File: config.mk
export PLATFORM = sky130hd
export DESIGN_NAME = acsr_cell_status
export DESIGN_NICKNAME = d
export VERILOG_FILES = /design/src/acsr_cell_status.v /design/src/acsr_tx_ser.v
export VERILOG_INCLUDE_DIRS = /design/src
export SDC_FILE = /design/constraint.sdc
export NUM_CORES = 1
export LEC_CHECK = 0
export BUFFER_PORTS_ARGS = -buffer_cell sky130_fd_sc_hd__buf_2
export CAP_MARGIN = 40
export CORE_MARGIN = 2
export CORE_UTILIZATION = 40
export CTS_CLUSTER_SIZE = 40
export DETAILED_ROUTE_END_ITERATION = 7
export SLEW_MARGIN = 20
export SYNTH_ARGS = -nofsm -noshare
export SYNTH_HDL_FRONTEND = slang
export SYNTH_SLANG_ARGS = --single-unit
File: constraint.sdc
create_clock -name clk -period 2.59 [get_ports clk]
set_input_delay 0.1295 -clock clk [delete_from_list [all_inputs] [get_ports clk]]
set_output_delay 0.1295 -clock clk [all_outputs]
set_load 0.1 [all_outputs]
File: src/acsr_regs.vh
// Constants for the ATM cell status reporter
// Operation
// - A status request (identifier 17) is answered with a status message whose first octet is 145.
// - A status message is also sent unasked when a persistent no-delineation or loss-of-delineation failure begins; sent only if the other was not active.
// - While unasked reporting runs the message repeats every second, stopping on a request 17 or when the failure clears.
// - Octet two holds the no-delineation flag at bit 7, out-of-delineation at bit 6, loss-of-delineation at bit 5, 1 meaning alarm.
// - Octet two bit 1 reports the persistent no-delineation failure and bit 0 the persistent loss-of-delineation failure.
// - Octets three and four hold the 16-bit violation count, high byte first.
// - The header error indicator is 1 when the count differs from the one in the last report, else 0.
// - At most one of the three delineation flags is 1 in any message.
// - The three flags follow the current no-delineation anomaly, out-of-delineation anomaly and loss-of-delineation defect.
// - The violation count steps once per received cell whose header check fails.
// - Loss of delineation is declared after out-of-delineation in 9 consecutive line frames with no sync-word loss.
// - Out-of-delineation begins when the delineation process falls from synchronised back to hunting.
`ifndef ACSR_REGS_VH
`define ACSR_REGS_VH

`define ACSR_MSG_INFO       8'h91
`define ACSR_MSG_REQ        8'h11

`define ACSR_BIT_NCD        7
`define ACSR_BIT_OCD        6
`define ACSR_BIT_LCD        5
`define ACSR_BIT_NCD_FAIL   1
`define ACSR_BIT_LCD_FAIL   0

`define ACSR_DS_HUNT        2'h0
`define ACSR_DS_PRESYNC     2'h1
`define ACSR_DS_SYNC        2'h2

`define ACSR_LCD_FRAMES     4'h9

`define ACSR_REPEAT_MS      1000
`define ACSR_CLK_KHZ        40000

`define ACSR_ADDR_CTRL      8'h00
`define ACSR_ADDR_STATUS    8'h04
`define ACSR_ADDR_MASK      8'h08
`define ACSR_ADDR_STATE     8'h0c
`define ACSR_ADDR_COUNT     8'h10

`define ACSR_CTRL_RESET     2'h1
`define ACSR_CTRL_AUTO_EN   0
`define ACSR_CTRL_SEND      1

`define ACSR_EV_SENT        0
`define ACSR_EV_REQ         1
`define ACSR_EV_FAIL        2
`define ACSR_EV_WIDTH       3

`endif

File: src/acsr_cell_status.v
// ATM cell status reporter with APB registers and interrupt
//
// Implementation choices: the APB interface to the registers and the placing of the registers.
`include "acsr_regs.vh"
`default_nettype none
module acsr_cell_status #(
    parameter integer REPEAT_CYCLES = `ACSR_REPEAT_MS * `ACSR_CLK_KHZ
) (
    input  wire        clk,
    input  wire        rstn,
    input  wire        psel,
    input  wire        penable,
    input  wire        pwrite,
    input  wire [7:0]  paddr,
    input  wire [31:0] pwdata,
    output reg  [31:0] prdata,
    output reg         pready,
    output reg         pslverr,
    output reg         irq,
    input  wire [1:0]  delin_state,
    input  wire        hec_fail,
    input  wire        frame_tick,
    input  wire        sync_word_loss,
    input  wire        ncd_failure,
    input  wire        lcd_failure,
    input  wire        rx_valid,
    input  wire [7:0]  rx_byte,
    input  wire        tx_ready,
    output wire        tx_valid,
    output wire [7:0]  tx_byte,
    output wire        tx_last
);

reg  [1:0]  ctrl_reg;
reg  [2:0]  status_reg;
reg  [2:0]  mask_reg;
reg  [1:0]  dstate_reg;
reg         acquired_reg;
reg         ncd_reg;
reg         ocd_reg;
reg         lcd_reg;
reg         ocd_frame_reg;
reg  [3:0]  frame_cnt_reg;
reg  [15:0] hvc_reg;
reg  [15:0] last_hvc_reg;
reg         fail_prev_reg;
reg         auto_reg;
reg  [31:0] timer_reg;
reg         pending_reg;
reg         send_now_reg;

wire        fail_any;
wire        fail_rise;
wire        req_rx;
wire        tick;
wire        ser_busy;
wire        take;
wire [7:0]  flags;
wire [31:0] msg;
wire        hec_ind;
wire        acc;
wire        wr;
wire        rd_status;
wire [2:0]  ev_set;
wire [2:0]  status_next;
reg  [31:0] rdata_next;
reg         addr_ok;

// Delineation state history and out-of-delineation anomaly
always @(posedge clk)
begin
    if (!rstn)
    begin
        dstate_reg   <= `ACSR_DS_HUNT;
        acquired_reg <= 1'b0;
        ocd_reg      <= 1'b0;
    end
    else
    begin
        dstate_reg <= delin_state;
        if (delin_state == `ACSR_DS_SYNC)
            acquired_reg <= 1'b1;
        if (dstate_reg == `ACSR_DS_SYNC && delin_state == `ACSR_DS_HUNT && acquired_reg)
            ocd_reg <= 1'b1;
        else if ((dstate_reg == `ACSR_DS_PRESYNC && delin_state == `ACSR_DS_SYNC) || lcd_reg)
            ocd_reg <= 1'b0;
    end
end

// Line frames that saw the anomaly, counted up to the defect threshold
always @(posedge clk)
begin
    if (!rstn)
    begin
        ocd_frame_reg <= 1'b0;
        frame_cnt_reg <= 4'h0;
    end
    else if (delin_state == `ACSR_DS_SYNC)
    begin
        // Stale history must not re-declare the defect after a later slip
        ocd_frame_reg <= 1'b0;
        frame_cnt_reg <= 4'h0;
    end
    else if (frame_tick)
    begin
        // Frame boundary closes the window of the current line frame
        ocd_frame_reg <= ocd_reg;
        if (!(ocd_frame_reg || ocd_reg) || sync_word_loss)
            frame_cnt_reg <= 4'h0;
        else if (frame_cnt_reg != `ACSR_LCD_FRAMES)
            frame_cnt_reg <= frame_cnt_reg + 4'h1;
    end
    else if (ocd_reg)
        ocd_frame_reg <= 1'b1;
end

// Loss-of-delineation defect, held until sync returns
always @(posedge clk)
begin
    if (!rstn)
        lcd_reg <= 1'b0;
    else if (delin_state == `ACSR_DS_SYNC)
        lcd_reg <= 1'b0;
    else if (frame_cnt_reg == `ACSR_LCD_FRAMES && !sync_word_loss)
        lcd_reg <= 1'b1;
end

// No-delineation holds from start-up until first sync
always @(posedge clk)
begin
    if (!rstn)
        ncd_reg <= 1'b1;
    else
        ncd_reg <= !acquired_reg && delin_state != `ACSR_DS_SYNC;
end

// Violation count, free running
always @(posedge clk)
begin
    if (!rstn)
        hvc_reg <= 16'h0000;
    else if (hec_fail)
        hvc_reg <= hvc_reg + 16'h0001;
end

// Priority keeps the three flags one-hot or clear
assign flags[`ACSR_BIT_NCD]      = ncd_reg;
assign flags[`ACSR_BIT_OCD]      = ocd_reg && !ncd_reg && !lcd_reg;
assign flags[`ACSR_BIT_LCD]      = lcd_reg && !ncd_reg;
assign flags[4:2]                = 3'h0;
assign flags[`ACSR_BIT_NCD_FAIL] = ncd_failure;
assign flags[`ACSR_BIT_LCD_FAIL] = lcd_failure;

assign msg     = {`ACSR_MSG_INFO, flags, hvc_reg[15:8], hvc_reg[7:0]};
assign hec_ind = (hvc_reg != last_hvc_reg);

assign fail_any  = ncd_failure || lcd_failure;
assign fail_rise = fail_any && !fail_prev_reg;
assign req_rx    = rx_valid && rx_byte == `ACSR_MSG_REQ;
assign tick      = auto_reg && timer_reg == 32'h00000001;
assign take      = pending_reg && !ser_busy;

// Unsolicited reporting and repeat timer
always @(posedge clk)
begin
    if (!rstn)
    begin
        fail_prev_reg <= 1'b0;
        auto_reg      <= 1'b0;
        timer_reg     <= 32'h00000000;
    end
    else
    begin
        fail_prev_reg <= fail_any;
        if (req_rx || !fail_any || !ctrl_reg[`ACSR_CTRL_AUTO_EN])
            auto_reg <= 1'b0;
        else if (fail_rise)
            auto_reg <= 1'b1;
        // One-second enable pulse restarts when a failure begins while no other failure is active
        if (!auto_reg || fail_rise || tick)
            timer_reg <= REPEAT_CYCLES;
        else
            timer_reg <= timer_reg - 32'h00000001;
    end
end

// Pending report: a new cause wins over the take
always @(posedge clk)
begin
    if (!rstn)
    begin
        pending_reg  <= 1'b0;
        last_hvc_reg <= 16'h0000;
    end
    else
    begin
        pending_reg <= req_rx
                    || (fail_rise && ctrl_reg[`ACSR_CTRL_AUTO_EN])
                    || tick
                    || send_now_reg
                    || (pending_reg && !take);
        if (take)
            last_hvc_reg <= hvc_reg;
    end
end

acsr_tx_ser u_ser (
    .clk      (clk),
    .rstn     (rstn),
    .load     (take),
    .msg      (msg),
    .tx_ready (tx_ready),
    .tx_valid (tx_valid),
    .tx_byte  (tx_byte),
    .tx_last  (tx_last),
    .busy     (ser_busy)
);

// APB slave, no wait state: ready and read data are registered from the setup cycle
assign acc       = psel && penable && pready;
assign wr        = acc && pwrite;
assign rd_status = acc && !pwrite && paddr == `ACSR_ADDR_STATUS;

assign ev_set[`ACSR_EV_SENT] = take;
assign ev_set[`ACSR_EV_REQ]  = req_rx;
assign ev_set[`ACSR_EV_FAIL] = fail_rise;
// Only the bits that were returned are cleared, so late events survive
assign status_next = (status_reg & ~(rd_status ? prdata[2:0] : 3'h0)) | ev_set;

always @*
begin
    rdata_next = 32'h00000000;
    addr_ok    = 1'b1;
    case (paddr)
        `ACSR_ADDR_CTRL:   rdata_next = {31'h0, ctrl_reg[`ACSR_CTRL_AUTO_EN]};
        `ACSR_ADDR_STATUS: rdata_next = {29'h0, status_reg};
        `ACSR_ADDR_MASK:   rdata_next = {29'h0, mask_reg};
        `ACSR_ADDR_STATE:  rdata_next = {22'h0, auto_reg, hec_ind, flags};
        `ACSR_ADDR_COUNT:  rdata_next = {last_hvc_reg, hvc_reg};
        default:           addr_ok    = 1'b0;
    endcase
end

// Bus side: ready, read data and error
always @(posedge clk)
begin
    if (!rstn)
    begin
        prdata  <= 32'h00000000;
        pready  <= 1'b0;
        pslverr <= 1'b0;
    end
    else
    begin
        pready <= psel && !penable;
        if (psel && !penable)
        begin
            prdata  <= pwrite ? 32'h00000000 : rdata_next;
            pslverr <= !addr_ok;
        end
        else
            pslverr <= 1'b0;
    end
end

// Sticky events and the level interrupt one cycle behind
always @(posedge clk)
begin
    if (!rstn)
    begin
        status_reg <= 3'h0;
        irq        <= 1'b0;
    end
    else
    begin
        status_reg <= status_next;
        irq        <= |(status_reg & mask_reg);
    end
end

// Writable registers take effect in the access cycle
always @(posedge clk)
begin
    if (!rstn)
    begin
        ctrl_reg     <= `ACSR_CTRL_RESET;
        mask_reg     <= 3'h0;
        send_now_reg <= 1'b0;
    end
    else
    begin
        send_now_reg <= 1'b0;
        if (wr && paddr == `ACSR_ADDR_CTRL)
        begin
            ctrl_reg[`ACSR_CTRL_AUTO_EN] <= pwdata[`ACSR_CTRL_AUTO_EN];
            send_now_reg                 <= pwdata[`ACSR_CTRL_SEND];
        end
        if (wr && paddr == `ACSR_ADDR_MASK)
            mask_reg <= pwdata[2:0];
    end
end

endmodule
`default_nettype wire

File: src/acsr_tx_ser.v
// Byte serializer for one four-octet status message
`default_nettype none
module acsr_tx_ser (
    input  wire        clk,
    input  wire        rstn,
    input  wire        load,
    input  wire [31:0] msg,
    input  wire        tx_ready,
    output reg         tx_valid,
    output reg  [7:0]  tx_byte,
    output reg         tx_last,
    output wire        busy
);

reg [23:0] rest_reg;
reg [1:0]  left_reg;

assign busy = tx_valid;

always @(posedge clk)
begin
    if (!rstn)
    begin
        tx_valid <= 1'b0;
        tx_byte  <= 8'h00;
        tx_last  <= 1'b0;
        rest_reg <= 24'h000000;
        left_reg <= 2'h0;
    end
    else if (load && !tx_valid)
    begin
        // Octet one leaves first, the rest follow in order
        tx_valid <= 1'b1;
        tx_byte  <= msg[31:24];
        tx_last  <= 1'b0;
        rest_reg <= msg[23:0];
        left_reg <= 2'h3;
    end
    else if (tx_valid && tx_ready)
    begin
        if (left_reg == 2'h0)
        begin
            tx_valid <= 1'b0;
            tx_last  <= 1'b0;
        end
        else
        begin
            tx_byte  <= rest_reg[23:16];
            rest_reg <= {rest_reg[15:0], 8'h00};
            left_reg <= left_reg - 2'h1;
            tx_last  <= (left_reg == 2'h1);
        end
    end
end

endmodule
`default_nettype wire

### Word-level counts from Yosys, hierarchy flattened

Cells that the tools add are included.

* $add $sub $neg: 4
* multipliers: 0
* div/mod/pow operators: 0
* $lt $le $gt $ge: 0
* eq/ne operators: 15
* shift operators: 0
* mux-type cells: 24
* bitwise gates (word level): 6
* reduce and logical (&&, ||, !) cells: 70

Operator list (number)
* $pmux W32 S5: 1
* $mux W24: 3
* $eq A32 B1 Y1 const B: 1
* $mux W32: 1
* $sub A32 B1 Y32 const B: 1
* $mux W26: 1
* $logic_and A1 B1 Y1: 24
* $mux W8: 3
* $add A16 B1 Y16 const B: 1
* $eq A8 B4 Y1 const B: 2
* $eq A8 B5 Y1 const B: 2
* $ne A16 B16 Y1: 1
* $logic_not A1 Y1: 14
* $logic_or A1 B1 Y1: 12
* $reduce_and A2 Y1: 6
* $reduce_bool A2 Y1: 5
* $mux W1: 9
* $eq A8 B3 Y1 const B: 1
* $logic_not A8 Y1: 1
* $mux W4: 2
* $reduce_or A2 Y1: 4
* $and A3 B3 Y3: 2
* $mux W2: 3
* $reduce_or A5 Y1: 1
* 14 further kinds: 18

* flip-flop bits (word level): 157
* latch bits: 0
* bits in writable memories: 0
* ROM bits: 0
* bits of input ports: 62
* output and inout port bits: 45
* word-level logic and storage cells: 148
* memories kept: 0

### Depth between registers and ports, before layout

* depth in word-level cells: 8
* mapped depth: 8
* depth with buffers taken out: 7

### Cells and area by module

Synthesis repeated with hierarchy kept, for this count alone.

* cell total of the unflattened synthesis: 814
* area total of the unflattened synthesis: 6910.4 um^2

By module, submodules not included
* acsr_cell_status: times used 1, cells each 621, area an instance 5371.4 um^2, seq. area each 2422.3 um^2
* acsr_tx_ser: times used 1, cells each 193, area an instance 1539.0 um^2, seq. area each 720.7 um^2

### Worst setup path before layout

Ideal clock, no wire load.

* path type: reg-to-reg
* start: reg timer_reg[7]
* end: reg timer_reg[20]
* setup time: 0.115 ns
* arrival: 2.190 ns
* data required time: 2.475 ns
* path slack: 0.285 ns
* cell stages (with the launch flop): 9
* buffers on the path: 3
* clock period less this slack: 2.305 ns
* cell sequence: dfxtp_1 > or4_4 > or4_4 > buf_6 > nor4_4 > or3_1 > buf_6 > buf_12 > nor2_2

* cells in the longest elaborated chain, start to end: 4

RTL lines
* start, declared: line acsr_cell_status.v:48 `reg [31:0] timer_reg;`
* start signal, assigned: line acsr_cell_status.v:183 `timer_reg <= timer_reg - 32'h00000001;`
* parallel branches: the longest is 4 deep, another holds $sub A32 B1 Y32

Several ways; the timed one is not identified.
A chain may end at the register's enable or synchronous reset.

### Worst setup path in the final report

* start: reg timer_reg[20]
* end: reg timer_reg[31]

Same word-level chain as after synthesis.

==> results.md <==
- Outcome: complete, but fails checks
- Failing checks: DRC
- Routed vias/inst: 5.23
- Crit. End Element: register
- Final worst-path cycle share: 93.9%
- Cts bufs inserted: 17
- GP Congestion: 0.830
- Most common cell after layout, fill and taps aside: dfxtp_1
- Synthesized flop and latch total: roughly 160
- Cell area after layout: 7820 um^2
- Clock power share: 45.2%
- Slew Limit Headroom: 50.9%
- Post-synth top area cell: dfxtp_1
- Gr usage total: 18.3%
- H-tree depth: 4
- Final Non-Filler Cells: 1,044
- Compound-Gate Fraction of Synth Area: 12.5%
- Fin Clk Skew: 0.00600 ns
- Top post-synthesis cells by area: dfxtp_1, nand2_1, a21oi_1
- P_leak: 3.03 nW
- Tmin final: 2.43 ns
- Setup Viol. Count Final: 0
- Reg2reg path depth: 6
- Total clock sinks: 157
- Final nets: 888
- First-pass GRT wire length: 25.8 mm
- RSZ-0062 raised after global routing: false
- Most frequent cells in the layout: dfxtp_1, nand2_1, nor2_1
- Reg power frac: 46.0%
- Main synth FF type: dfxtp_1
- Total grt overflow: 0
- Worst setup path category: register to register
- Post-synth EDFFs: 0
- Hold Crit Class: primary input to register
- Area post-placement: 7170 um^2
- First-pass iteration count of the detailed router: 8
- Mux cell area share after synthesis: 1.27%
- Max-cap viol count: 0
- Die area: 17,500 um^2
- Asr flop ratio synth: 0%
- Reg clk slew, reported paths: ~0.06 ns
- CP max-delay cell: or4_1
- Worst path max stage delay: 0.61 ns
- Synth Area in XOR/XNOR: 7.70%
- Vias in the first global route: 5,255
- Core area: 16,000 um^2
- Mean post-synth cell area: 8.84 um^2
- Hpwl dp: around 11 mm
- Synth warn: 0
- Synth Area in Adders: under 10%
- Pins Over Slew Limit: 0
- Residual DRC count: 1
- CTS tree: built
- Yosys top cell area share: 47.7%
- CP Launch Type: register
- DIE WIDTH: about 130 um
- Largest family of logic cells by synthesized area: simple AND/OR/NAND/NOR gates
- # diodes: 0
- Post-Syn Nets: 815
- WP data required: around 2.9 ns
- Core Rows: 46
- Post-Synth Simple-Gate Area: 24.9%
- Post-synth cell types: 55
- Peak supply drop: 0.494 mV
- Die span in y: 132 um
- Share of cells above drive strength 1: 19.4%
- Largest net degree at the start of global routing: 108
- Fmax: 411 MHz
- Drt wl/cell: 15.3 um
- Routed wire length: about 16 mm
- Post-Synthesis Cells: ~750
- P&R area growth vs syn: 18.6%
- IO Port Bufs: 77
- Hold Fails Final Rpt: 0
- Fill cell count: roughly 1,600
- Initial antenna violation count: 0
- PD cells: 698 nW/um^2
- Top cell by count, worst path: or4_1
- Initial Util: approximately 40%
- Psw: 0.00129 W
- Post-CTS sizing: 0
- Syn Std Cell Area: 6590 um^2
- Worst Path Max Fanout: 5
- DR iter-0 viols: ~400
- Switching share of total power: 23.7%
- Logic gate share of total power: 8.8%
- Clk Latency, worst-skew pair: 0.42 ns
- P_int: roughly 0.0042 W
- CP arrival: 2.75 ns
- IO Pins: 107
- Crit path cell chain: or4_1 > or4_1 > buf_4 > nor4_1 > xnor2_1 > nor2_1
- Register area share after synthesis: 47.7%
- Hold path depth: 3
- Inst Count DP: between 1,000 and 1,500
- Root Driver: clkbuf_16
- Setup total negative slack: 0 ns
- Antenna Nets Post-Route: 0
- Via count: 5,456
- Least-Margin Pin Slew: 0.729 ns
- Max Root-Sink Buffers: 2
[cell usage after synthesis, drive strengths merged (6+ instances only)]
master,count
nor3,22
xnor2,30
buf,13
inv,17
clkbuf,35
a22oi,30
and2,6
dfxtp,157
xor2,28
o21ai,15
or3,7
ha,7
nor4,19
nand2,98
nand4,9
nand3,10
a21oi,64
a31oi,11
or4,12
nor2,102
[layout make-up]
class                      count  area [um^2]  area share, %
sequential                   157         3140           40.2
timing repair buffer         102          616           7.87
clock buffer                  21          460           5.89
clock inverter                 7          116           1.49
tap                          216          270           3.46
inverter                      17         63.8          0.816
multi-input combinational    524         3150           40.3
[worst max-delay path, delay by kind of cell (launching register included)]
kind / cells / cell delay [ns]
buf+inv: 1 / 0.22
flops: 1 / 0.32
simple gates: 4 / 1.61
xor+xnor: 1 / 0.17
[cell families (layout without fill, tap and decap cells)]
family	after synthesis	after routing
flip-flops	157	157
adder cells (fa/ha/maj)	7	7
multiplexers	7	7
AO/OA/AOI/OAI	135	135
buffers and inverters	65	147
AND/OR/NAND/NOR	317	317
XOR/XNOR	58	58
[final timing paths]
check / slack [ns] / to / from
max: 0.16 / timer_reg[31] / timer_reg[20]
min: 0.03 / send_now_reg / pwrite
max reg2reg: 0.16 / timer_reg[31] / timer_reg[20]
min reg2reg: 0.46 / u_ser.tx_byte[1] / u_ser.rest_reg[17]
[per-layer routing]
layer | wire length [um] | up-vias | GRT usage [%] | share of wire, %
met5 | 0 | - | 0 | 0
met4 | 331 | 0 | 7.95 | 2.1
met3 | 837 | 25 | 4.50 | 5.2
met2 | 7570 | 133 | 29.6 | 47
met1 | 7200 | 2573 | 23.3 | 45
li1 | - | 2725 | - | -
[power by group through the flow]
stage | logic [W] | clock network (W) | registers (W)
final | 0.000482 | 0.00247 | 0.00251
after global routing | 0.000524 | 0.00263 | 0.00252
after CTS | 0.000483 | 0.00251 | 0.00251
after detailed placement | 0.000474 | 0 | 0.00256
after global placement | 0.000459 | 0 | 0.00256
after floorplan | 0.000299 | 0 | 0.00260
[what timing repair did]
item                                   CTS  global route
hold buffers                             7             0
setup buffers                            0             0
endpoints found under the hold margin    9             0
[metrics by stage]
stage | setup WS, ns | utilization (%) | total power [W] | hold WS [ns]
final | 0.158 | 48.9 | 0.00546 | 0.0265
after global routing | 0.0406 | 48.9 | 0.00568 | 0.0438
after CTS | 0.155 | 48.9 | 0.00551 | 0.00956
after detailed placement | 0.177 | 44.8 | 0.00304 | 0.368
after global placement | 0.260 | 44.8 | 0.00302 | 0.355
after floorplan | 0.285 | - | 0.00290 | 0.238
Note: power is estimated with default switching activity, not from simulation.
